$ cat config.mk
export PLATFORM = sky130hd
export DESIGN_NAME = mio_ports
export DESIGN_NICKNAME = d
export VERILOG_FILES = /design/src/mio_pkg.sv /design/src/mio_ports.sv /design/src/mio_sync.sv
export SDC_FILE = /design/constraint.sdc
export NUM_CORES = 1
export LEC_CHECK = 0
export ABC_AREA = 1
export BUFFER_PORTS_ARGS = -buffer_cell sky130_fd_sc_hd__buf_2
export CELL_PAD_IN_SITES_DETAIL_PLACEMENT = 1
export CELL_PAD_IN_SITES_GLOBAL_PLACEMENT = 2
export CORE_MARGIN = 10
export CORE_UTILIZATION = 32
export CTS_CLUSTER_DIAMETER = 60
export DETAILED_ROUTE_END_ITERATION = 7
export PLACE_DENSITY = 0.79
export REMOVE_ABC_BUFFERS = 1
export SLEW_MARGIN = 40
export SYNTH_ARGS = -nofsm -noshare
export SYNTH_HDL_FRONTEND = slang
export SYNTH_SLANG_ARGS = --single-unit
$ cat constraint.sdc
create_clock -name clock -period 5.3 [get_ports clock]
set_input_delay 1.06 -clock clock [delete_from_list [all_inputs] [get_ports clock]]
set_output_delay 1.06 -clock clock [all_outputs]
set_load 0.05 [all_outputs]
$ cat src/mio_pkg.sv
// Purpose: shared constants for the three-port i/o block
// Assumes: single 25 MHz clock, byte-wide register port
// Notes: offsets are word indices on the plain register port
package mio_pkg;
  localparam logic [3:0] OFF_CFG = 4'h0;
  localparam logic [3:0] OFF_P0_MODE = 4'h1;
  localparam logic [3:0] OFF_P0_DATA = 4'h2;
  localparam logic [3:0] OFF_P2_DIR = 4'h3;
  localparam logic [3:0] OFF_P2_DATA = 4'h4;
  localparam logic [3:0] OFF_P3_DATA = 4'h5;
  localparam logic [3:0] OFF_WAKE_SEL = 4'h6;
  localparam logic [3:0] OFF_WAKE_CTL = 4'h7;
  localparam logic [3:0] OFF_IRQ_STAT = 4'h8;
  localparam logic [3:0] OFF_IRQ_MASK = 4'h9;
  localparam logic [3:0] OFF_P3_CTL = 4'ha;
  localparam int CFG_P0_OD_BIT = 2;
  localparam int CFG_P2_OD_BIT = 1;
  localparam int CFG_EDGE_SEL_BIT = 0;
  localparam int WCTL_OR_EN_BIT = 0;
  localparam int WCTL_AND_EN_BIT = 1;
  localparam logic [7:0] CFG_RST = 8'h00;
  localparam logic [1:0] P0_MODE_RST = 2'h0;
  localparam logic [7:0] P2_DIR_RST = 8'h00;
  localparam logic [1:0] WAKE_CTL_RST = 2'h0;
  localparam logic [7:0] BYTE_ZERO = 8'h00;
  localparam logic [3:0] NIB_ZERO = 4'h0;
endpackage

$ cat src/mio_ports.sv
// Purpose: three general-purpose i/o ports with wake-up gates and pin interrupts
// Assumes: pins synchronous-ish, sampled through two flops; one clock domain
// Notes: pull-up straps are build-time parameters
// Overview of operation
// - first port is eight lines, direction set per nibble only.
// - one config bit picks push-pull or open-drain for first port.
// - first port must be set up before output; reset leaves inputs.
// - first port pull-ups are a build option, per nibble.
// - pull-up switched off on any line acting as output.
// - stop-mode recovery returns first port direction to input.
// - second port lines each set independently as input or output.
// - one common push-pull or open-drain choice for second port outputs.
// - power-on reset makes all second port lines inputs.
// - second port pull-ups are a build option for all eight lines.
// - second port inputs feed OR and AND gates that can wake.
// - software can route lowest second port line to edge detection.
// - third port low half fixed inputs, high half fixed push-pull outputs.
// - third port inputs can interrupt; outputs can carry timer signals.
// - output lines are dropped from wake gates; rest still evaluated.
//
// Our own choices: the strobed register port and the register offsets.
module mio_ports
  import mio_pkg::*;
#(
  parameter logic [1:0] P0_PULLUP_OPT = 2'h0,
  parameter logic P2_PULLUP_OPT = 1'b0
) (
  input wire logic clock,
  input wire logic reset,
  input wire logic stop_recovery,
  input wire logic [3:0] reg_addr,
  input wire logic [7:0] reg_wdata,
  input wire logic reg_wr,
  input wire logic reg_rd,
  output logic [7:0] reg_rdata,
  input wire logic [7:0] first_port_lines_in,
  output logic [7:0] first_port_lines_out,
  output logic [7:0] first_port_lines_oe,
  output logic [7:0] first_port_pullup_en,
  input wire logic [7:0] second_port_lines_in,
  output logic [7:0] second_port_lines_out,
  output logic [7:0] second_port_lines_oe,
  output logic [7:0] second_port_pullup_en,
  input wire logic [3:0] third_port_inputs,
  output logic [3:0] third_port_outputs,
  input wire logic [3:0] timer_out,
  output logic edge_detect_input_line,
  output logic wake_request,
  output logic irq
);
  logic [7:0] cfg_q, cfg_d;
  logic [1:0] p0_mode_q, p0_mode_d;
  logic [7:0] p0_data_q, p0_data_d;
  logic [7:0] p2_dir_q, p2_dir_d;
  logic [7:0] p2_data_q, p2_data_d;
  logic [3:0] p3_data_q, p3_data_d;
  logic [3:0] p3_ctl_q, p3_ctl_d;
  logic [7:0] wake_sel_q, wake_sel_d;
  logic [1:0] wake_ctl_q, wake_ctl_d;
  logic [3:0] stat_q, stat_d;
  logic [3:0] mask_q, mask_d;
  logic [3:0] p3_prev_q, p3_prev_d;
  logic [7:0] rdata_q, rdata_d;
  logic [7:0] p0_sync, p2_sync;
  logic [3:0] p3_sync;
  logic [7:0] p0_oe, p2_active;
  logic or_wake, and_wake;

  function automatic logic wr_hit(input logic [3:0] off);
    wr_hit = reg_wr && (reg_addr == off);
  endfunction

  // pins pass two flops before any use
  mio_sync #(.W(8)) u_sync0 (.clock(clock), .reset(reset), .din(first_port_lines_in), .dout(p0_sync));
  mio_sync #(.W(8)) u_sync2 (.clock(clock), .reset(reset), .din(second_port_lines_in), .dout(p2_sync));
  mio_sync #(.W(4)) u_sync3 (.clock(clock), .reset(reset), .din(third_port_inputs), .dout(p3_sync));

  always_comb begin
    cfg_d = cfg_q;
    p0_mode_d = p0_mode_q;
    p0_data_d = p0_data_q;
    p2_dir_d = p2_dir_q;
    p2_data_d = p2_data_q;
    p3_data_d = p3_data_q;
    p3_ctl_d = p3_ctl_q;
    wake_sel_d = wake_sel_q;
    wake_ctl_d = wake_ctl_q;
    mask_d = mask_q;
    if (wr_hit(OFF_CFG)) begin
      cfg_d = reg_wdata;
    end
    if (wr_hit(OFF_P0_MODE)) begin
      p0_mode_d = reg_wdata[1:0];
    end
    if (stop_recovery) begin
      p0_mode_d = P0_MODE_RST;
    end
    if (wr_hit(OFF_P0_DATA)) begin
      p0_data_d = reg_wdata;
    end
    if (wr_hit(OFF_P2_DIR)) begin
      p2_dir_d = reg_wdata;
    end
    if (wr_hit(OFF_P2_DATA)) begin
      p2_data_d = reg_wdata;
    end
    if (wr_hit(OFF_P3_DATA)) begin
      p3_data_d = reg_wdata[7:4];
    end
    if (wr_hit(OFF_P3_CTL)) begin
      p3_ctl_d = reg_wdata[3:0];
    end
    if (wr_hit(OFF_WAKE_SEL)) begin
      wake_sel_d = reg_wdata;
    end
    if (wr_hit(OFF_WAKE_CTL)) begin
      wake_ctl_d = reg_wdata[1:0];
    end
    if (wr_hit(OFF_IRQ_MASK)) begin
      mask_d = reg_wdata[3:0];
    end
  end

  // falling edge on a third-port input latches a sticky flag; set beats clear
  always_comb begin
    p3_prev_d = p3_sync;
    stat_d = stat_q;
    if (wr_hit(OFF_IRQ_STAT)) begin
      stat_d = stat_q & ~reg_wdata[3:0];
    end
    stat_d = stat_d | (p3_prev_q & ~p3_sync);
  end

  always_comb begin
    rdata_d = BYTE_ZERO;
    if (reg_rd) begin
      unique case (reg_addr)
        OFF_CFG: rdata_d = cfg_q;
        OFF_P0_MODE: rdata_d = {6'h00, p0_mode_q};
        OFF_P0_DATA: rdata_d = p0_sync;
        OFF_P2_DIR: rdata_d = p2_dir_q;
        OFF_P2_DATA: rdata_d = p2_sync;
        OFF_P3_DATA: rdata_d = {p3_data_q, p3_sync};
        OFF_WAKE_SEL: rdata_d = wake_sel_q;
        OFF_WAKE_CTL: rdata_d = {6'h00, wake_ctl_q};
        OFF_IRQ_STAT: rdata_d = {4'h0, stat_q};
        OFF_IRQ_MASK: rdata_d = {4'h0, mask_q};
        OFF_P3_CTL: rdata_d = {4'h0, p3_ctl_q};
        default: rdata_d = BYTE_ZERO;
      endcase
    end
  end

  always_ff @(posedge clock or posedge reset) begin
    if (reset) begin
      cfg_q <= CFG_RST;
      p0_mode_q <= P0_MODE_RST;
      p0_data_q <= BYTE_ZERO;
      p2_dir_q <= P2_DIR_RST;
      p2_data_q <= BYTE_ZERO;
      p3_data_q <= NIB_ZERO;
      p3_ctl_q <= NIB_ZERO;
      wake_sel_q <= BYTE_ZERO;
      wake_ctl_q <= WAKE_CTL_RST;
      stat_q <= NIB_ZERO;
      mask_q <= NIB_ZERO;
      p3_prev_q <= NIB_ZERO;
      rdata_q <= BYTE_ZERO;
    end else begin
      cfg_q <= cfg_d;
      p0_mode_q <= p0_mode_d;
      p0_data_q <= p0_data_d;
      p2_dir_q <= p2_dir_d;
      p2_data_q <= p2_data_d;
      p3_data_q <= p3_data_d;
      p3_ctl_q <= p3_ctl_d;
      wake_sel_q <= wake_sel_d;
      wake_ctl_q <= wake_ctl_d;
      stat_q <= stat_d;
      mask_q <= mask_d;
      p3_prev_q <= p3_prev_d;
      rdata_q <= rdata_d;
    end
  end

  assign reg_rdata = rdata_q;
  assign p0_oe = {{4{p0_mode_q[1]}}, {4{p0_mode_q[0]}}};

  // open-drain drives only a low; high is released
  always_comb begin
    for (int i = 0; i < 8; i++) begin
      first_port_lines_out[i] = p0_data_q[i];
      first_port_lines_oe[i] = p0_oe[i] && !(cfg_q[CFG_P0_OD_BIT] && p0_data_q[i]);
      second_port_lines_out[i] = p2_data_q[i];
      second_port_lines_oe[i] = p2_dir_q[i] && !(cfg_q[CFG_P2_OD_BIT] && p2_data_q[i]);
      first_port_pullup_en[i] = P0_PULLUP_OPT[i/4] && !p0_oe[i];
      second_port_pullup_en[i] = P2_PULLUP_OPT && !p2_dir_q[i];
    end
  end

  // outputs ignored, unselected inputs neutral to each gate
  assign p2_active = wake_sel_q & ~p2_dir_q;
  assign or_wake = |(p2_sync & p2_active);
  assign and_wake = (p2_active != BYTE_ZERO) && ((p2_sync | ~p2_active) == 8'hff);
  assign wake_request = (wake_ctl_q[WCTL_OR_EN_BIT] && or_wake) || (wake_ctl_q[WCTL_AND_EN_BIT] && and_wake);

  assign edge_detect_input_line = cfg_q[CFG_EDGE_SEL_BIT] && p2_sync[0];

  always_comb begin
    for (int j = 0; j < 4; j++) begin
      third_port_outputs[j] = p3_ctl_q[j] ? timer_out[j] : p3_data_q[j];
    end
  end

  assign irq = |(stat_q & mask_q);

  property p_p0_recover;
    @(posedge clock) disable iff (reset) stop_recovery |=> (first_port_lines_oe == 8'h00);
  endproperty
  a_p0_recover: assert property (p_p0_recover) else $error("first port not input after recovery");

  property p_p0_nibble;
    @(posedge clock) disable iff (reset)
      (first_port_lines_oe[3:0] != 4'h0) |-> p0_mode_q[0];
  endproperty
  a_p0_nibble: assert property (p_p0_nibble) else $error("low nibble driven while input");

  property p_pullup_off;
    @(posedge clock) disable iff (reset)
      ((second_port_pullup_en & p2_dir_q) == 8'h00) && ((first_port_pullup_en & p0_oe) == 8'h00);
  endproperty
  a_pullup_off: assert property (p_pullup_off) else $error("pull-up on output line");

  property p_od_high;
    @(posedge clock) disable iff (reset)
      cfg_q[CFG_P2_OD_BIT] |-> ((second_port_lines_oe & p2_data_q) == 8'h00);
  endproperty
  a_od_high: assert property (p_od_high) else $error("open-drain drove a high");

  property p_sync_read;
    @(posedge clock) disable iff (reset)
      (reg_rd && reg_addr == OFF_P2_DATA) |=> (reg_rdata == $past(p2_sync));
  endproperty
  a_sync_read: assert property (p_sync_read) else $error("port read mismatch");

  property p_wake_out;
    @(posedge clock) disable iff (reset)
      (wake_ctl_q[WCTL_OR_EN_BIT] && (p2_dir_q == 8'hff)) |-> !or_wake;
  endproperty
  a_wake_out: assert property (p_wake_out) else $error("output line woke the part");

  property p_edge_route;
    @(posedge clock) disable iff (reset)
      !cfg_q[CFG_EDGE_SEL_BIT] |-> !edge_detect_input_line;
  endproperty
  a_edge_route: assert property (p_edge_route) else $error("edge path not gated");

  property p_irq_set;
    @(posedge clock) disable iff (reset)
      (p3_prev_q[0] && !p3_sync[0]) |=> stat_q[0];
  endproperty
  a_irq_set: assert property (p_irq_set) else $error("third port edge lost");

  property p_dir_write;
    @(posedge clock) disable iff (reset)
      (reg_wr && reg_addr == OFF_P2_DIR) |=> (p2_dir_q == $past(reg_wdata));
  endproperty
  a_dir_write: assert property (p_dir_write) else $error("direction write lost");

  property p_stat_sticky;
    @(posedge clock) disable iff (reset)
      !(reg_wr && reg_addr == OFF_IRQ_STAT) |=> ((stat_q & $past(stat_q)) == $past(stat_q));
  endproperty
  a_stat_sticky: assert property (p_stat_sticky) else $error("status bit lost without clear");

  property p_stat_clear;
    @(posedge clock) disable iff (reset)
      (reg_wr && reg_addr == OFF_IRQ_STAT && reg_wdata[0] && !(p3_prev_q[0] && !p3_sync[0])) |=> !stat_q[0];
  endproperty
  a_stat_clear: assert property (p_stat_clear) else $error("status bit not cleared");

  property p_p3_fixed;
    @(posedge clock) disable iff (reset)
      (p3_ctl_q == 4'h0) |-> (third_port_outputs == p3_data_q);
  endproperty
  a_p3_fixed: assert property (p_p3_fixed) else $error("third port output not from data");

  property p_p2_push;
    @(posedge clock) disable iff (reset)
      !cfg_q[CFG_P2_OD_BIT] |-> (second_port_lines_oe == p2_dir_q);
  endproperty
  a_p2_push: assert property (p_p2_push) else $error("second port push-pull enable wrong");

  property p_p0_od_high;
    @(posedge clock) disable iff (reset)
      cfg_q[CFG_P0_OD_BIT] |-> ((first_port_lines_oe & p0_data_q) == 8'h00);
  endproperty
  a_p0_od_high: assert property (p_p0_od_high) else $error("first port open-drain drove a high");

  property p_p0_push;
    @(posedge clock) disable iff (reset)
      !cfg_q[CFG_P0_OD_BIT] |-> (first_port_lines_oe == p0_oe);
  endproperty
  a_p0_push: assert property (p_p0_push) else $error("first port push-pull enable wrong");

  property p_wake_and;
    @(posedge clock) disable iff (reset)
      (wake_ctl_q[WCTL_AND_EN_BIT] && (p2_active != 8'h00) && ((p2_sync & p2_active) == p2_active)) |-> wake_request;
  endproperty
  a_wake_and: assert property (p_wake_and) else $error("and gate wake missed");

  property p_edge_follow;
    @(posedge clock) disable iff (reset)
      cfg_q[CFG_EDGE_SEL_BIT] |-> (edge_detect_input_line == p2_sync[0]);
  endproperty
  a_edge_follow: assert property (p_edge_follow) else $error("edge path does not follow line");
endmodule

$ cat src/mio_sync.sv
// Purpose: two-flop synchroniser for a bus of pin levels
// Assumes: reset is asynchronous, active high
// Notes: first stage feeds only the second
module mio_sync #(parameter int W = 8) (
  input wire logic clock,
  input wire logic reset,
  input wire logic [W-1:0] din,
  output logic [W-1:0] dout
);
  logic [W-1:0] s1_q;
  logic [W-1:0] s2_q;
  always_ff @(posedge clock or posedge reset) begin
    if (reset) begin
      s1_q <= '0;
      s2_q <= '0;
    end else begin
      s1_q <= din;
      s2_q <= s1_q;
    end
  end
  assign dout = s2_q;
endmodule

==> impl_summary.md <==
Clocking
For this design, the sink count on the clock tree is 112. The clock slew seen by the registers of the worst setup and hold paths is 70 ps. The cell sitting at the root of the clock tree is a sky130_fd_sc_hd__clkbuf_16.

The insertion delay of the later-clocked pin in the worst-skew pair is 360 ps. The buffer levels on the longest clock path is 2. The H-tree was split into 3 levels. Buffers inserted during clock tree synthesis total 9. The number of instances resized during post-cts repair is 0. The number of buffers added for setup after CTS is 0. TritonCTS built the clock tree. In this run, post-CTS hold repair placed 0 buffers.

Global route
The number of global-route vias before repair came to 4,071. The global-route wire length before repair is 23,070 um. The number of antenna violations at the first check in global routing is 0. The global-route usage over all layers is 0.1486. Entering global routing, the biggest net connects 81 pins. Global routing finished with a remaining overflow of 0.

Synthesis
Synthesis instantiated 19 different standard cells from the library. Counting every instance in the synthesized netlist gives 538. Summed over all instances, the cell type with the most area after synthesis is sky130_fd_sc_hd__dfrtp_1. Of the post-synthesis cell area, the dominant cell type holds 0.5977. The cell area that synthesis handed to floorplanning was 0.004689 mm^2. The total number of yosys warnings is 0. Each instance of the synthesized netlist takes up on average 8.717 um^2. In this run, synthesis produced a sequential element count of 112.

For this run, the register share of the synthesized area comes to 0.5977. In the post-synthesis netlist, the biggest area contributors are sky130_fd_sc_hd__dfrtp_1 (60%), sky130_fd_sc_hd__nand2_1 (12%), sky130_fd_sc_hd__o21ai_0 (8.4%), sky130_fd_sc_hd__inv_1 (4.3%), sky130_fd_sc_hd__nand3_1 (4.3%).

Setup path
The kind of cell adding the most delay to the critical path is flip-flops. The startpoint identified for the worst register-to-register timing path is cfg_q[1]$_DFFE_PP0P_. The endpoint of the lowest-slack register-to-register path is reg_rdata[1]$_DFF_PP0_. The slowest cell on the critical path is sky130_fd_sc_hd__dfrtp_1. For this run, the slowest stage of the critical path takes 400 ps.

The most frequent cell on the critical path is sky130_fd_sc_hd__nand2_1. STA puts the critical path data required time at 4240 ps. The number of buffer and inverter stages on the critical path is 2. Tracing the worst setup path back leads to its startpoint at p2_dir_q[1]$_DFFE_PP0P_.

In this run the worst setup path terminates at wake_request. The element type at the critical path start is a flip-flop. In this run the worst path has a maximum fanout of 3. The critical path goes through inv_1 > nand2_1 > o21ai_0 > nor2_1 > nand2_1 > nand2_1 > nand2_1 > buf_2. The path type of the worst setup path is flip-flop to output pin. The kind of end point of the critical path is an output pin.

Measured in cells, the most critical reg-to-reg path has a length of 6. The data arrival time of the worst path is 1720 ps. The setup check on the worst reg-to-reg path leaves a slack of 3950 ps. The number of stages on the worst setup path is 8.

STA
The number of hold-slack violations in the final timing report came to 0. Subtracting the final worst setup slack from the clock period gives 2783 ps. The clock arrives with 4.445 ps of skew. The final clock period utilization by the worst path is 0.5251.

The achievable frequency is 0.3593 GHz. After routing, the total negative slack on setup checks comes to 0 ps. At the pin with the least slew margin, the transition time is 714.8 ps. The relative slew slack is 0.5217. The max-slew violation count is 0. Setup violations remaining at the end of the flow were counted as 0. The tightest hold path in the finished design has a slack of 349.9 ps. Setup repair after global routing left no endpoint under its margin.

Drt
The total routed wirelength is 14,550 um. The count of nets left with antenna violations once routing finished came out at 0. The first detailed-routing pass took 4 iterations. After detailed routing, the average wire length per cell comes to 17.91 um.

The via total after detailed routing is 3,837. The number of remaining DRC errors is 0. The starting DRC count in detailed routing is 199.

Using the TritonRoute via totals, the vias-per-cell ratio works out to 4.725.

Pwr
The worst supply voltage drop on vdd is 0.1899 mV. The power after layout is 2286 uW. The analysis attributes to cell leakage a power of 0.002884 uW. The power density over the cells is 412.7 mW/mm^2.

Min path
The worst hold path belongs to the class flip-flop to flip-flop.

Flow run
The number of violations of the max-capacitance limit is 0.

Final layout
The most common library cell in the layout ignoring fill and taps is sky130_fd_sc_hd__nand2_1. The ratio of cells with drive above 1 in the final layout is 0.1783. 0 antenna diodes ended up in the layout. The area growth from synthesis to final layout is 18.14%. After the last flow step, the layout net total stands at 666. Leaving out fill and tap cells, the most frequent cells in the layout are sky130_fd_sc_hd__nand2_1 (154), sky130_fd_sc_hd__dfrtp_1 (112), sky130_fd_sc_hd__buf_2 (87).

Floorplan
For this configuration, the core starts out at a cell density of 0.3251. The die width is 141.1 um. The floorplan core area is 0.01442 mm^2. The number of placement rows is 44. The die outline height is 141.1 um. The die area is 0.01990 mm^2. The count of pins on the block boundary is 104.

Place
The estimated wirelength of the detail-placed design is 11,140 um. The last weighted congestion value of the routability-driven placer is 0.8445. The number of input and output port buffers inserted is 87.

Status
The flow ran to the end, and the final reports show no timing, DRC or antenna violations.
==> kinds of logic (layout without fill, tap and decap cells) <==
group / after synthesis / count (layout) / synth area share
and+or+nand+nor: 242 / 242 / 0.2110
DFF: 112 / 112 / 0.5977
other: 1 / 16 / 0.0007997
buffers and inverters: 82 / 157 / 0.08271
AOI/OAI and AO/OA: 101 / 101 / 0.1078
==> flip-flops by register name, indices dropped and copies added (netlist names) <==
register and count:
wake_sel_q 8, u_sync0.s1_q 8, wake_ctl_q 2, u_sync0.dout 8
p3_prev_q 4, first_port_lines_out 8, reg_rdata 8, u_sync3.dout 4
p2_dir_q 8, u_sync2.dout 8, second_port_lines_out 8, p3_ctl_q 4
cfg_q 8, p3_data_q 4, mask_q 4, u_sync2.s1_q 8
u_sync3.s1_q 4, p0_mode_q 2, stat_q 4
==> metrics by stage <==
stage	cell area, um^2	cells	setup WS (ps)	util
floorplan	4564	526	1281	-
global placement	5240	798	2610	0.3633
detailed placement	5243	798	2498	0.3635
CTS	5538	812	2507	0.3839
global route	5540	812	2401	0.3841
finish	5540	812	2517	0.3841
==> worst min path at each step <==
| stage | startpoint | to | slack [ps] | cells after the start |
|---|---|---|---|---|
| 2_1_floorplan | u_sync0.s1_q[0]$_DFF_PP0_ | u_sync0.dout[0]$_DFF_PP0_ | 330 | 0 |
| 3_3_place_gp | u_sync0.s1_q[7]$_DFF_PP0_ | u_sync0.dout[7]$_DFF_PP0_ | 330 | 0 |
| 3_5_place_dp | u_sync3.s1_q[1]$_DFF_PP0_ | u_sync3.dout[1]$_DFF_PP0_ | 340 | 0 |
| 4_1_cts | u_sync3.s1_q[1]$_DFF_PP0_ | u_sync3.dout[1]$_DFF_PP0_ | 350 | 0 |
| 5_1_grt | u_sync2.s1_q[5]$_DFF_PP0_ | u_sync2.dout[5]$_DFF_PP0_ | 360 | 0 |
| 6_report | u_sync3.s1_q[1]$_DFF_PP0_ | u_sync3.dout[1]$_DFF_PP0_ | 350 | 0 |
==> layer usage <==
layer  wire length (um)  up-vias  global-route usage
li1                   -     1849                   -
met1               6818     1885              0.1957
met2               6801       88              0.2323
met3                693       15             0.03527
met4                233        0             0.05326
met5                  0        -                   0
==> cells in the mapped netlist <==
| master | n |
|---|---|
| sky130_fd_sc_hd__dfrtp_1 | 112 |
| sky130_fd_sc_hd__nor2_1 | 37 |
| sky130_fd_sc_hd__buf_2 | 7 |
| sky130_fd_sc_hd__o21ai_0 | 79 |
| sky130_fd_sc_hd__nor2_4 | 1 |
| sky130_fd_sc_hd__nand3_1 | 40 |
| sky130_fd_sc_hd__o21ai_1 | 2 |
| sky130_fd_sc_hd__nand4_1 | 2 |
| sky130_fd_sc_hd__nand2_1 | 154 |
| sky130_fd_sc_hd__inv_1 | 54 |
| sky130_fd_sc_hd__buf_6 | 1 |
| sky130_fd_sc_hd__inv_2 | 1 |
| sky130_fd_sc_hd__nor2_2 | 4 |
| sky130_fd_sc_hd__buf_4 | 17 |
| sky130_fd_sc_hd__conb_1 | 1 |
| sky130_fd_sc_hd__nand2_2 | 3 |
| sky130_fd_sc_hd__nor3_1 | 1 |
| sky130_fd_sc_hd__a21oi_1 | 20 |
| sky130_fd_sc_hd__clkbuf_1 | 2 |
==> cell type report <==
class	instances	area (um^2)
fill	1767	8884
sequential	112	2803
multi-input combinational	359	1558
timing repair buffer	88	442.9
clock buffer	12	256.5
tap	184	230.2
inverter	55	211.5
clock inverter	2	38.79
==> report_power, final <==
group          internal (uW)  switching, uW
clock                    389            302
sequential               960           97.3
combinational            121            416
total                   1470            815
No activity file was read; power rests on OpenSTA's default activity.
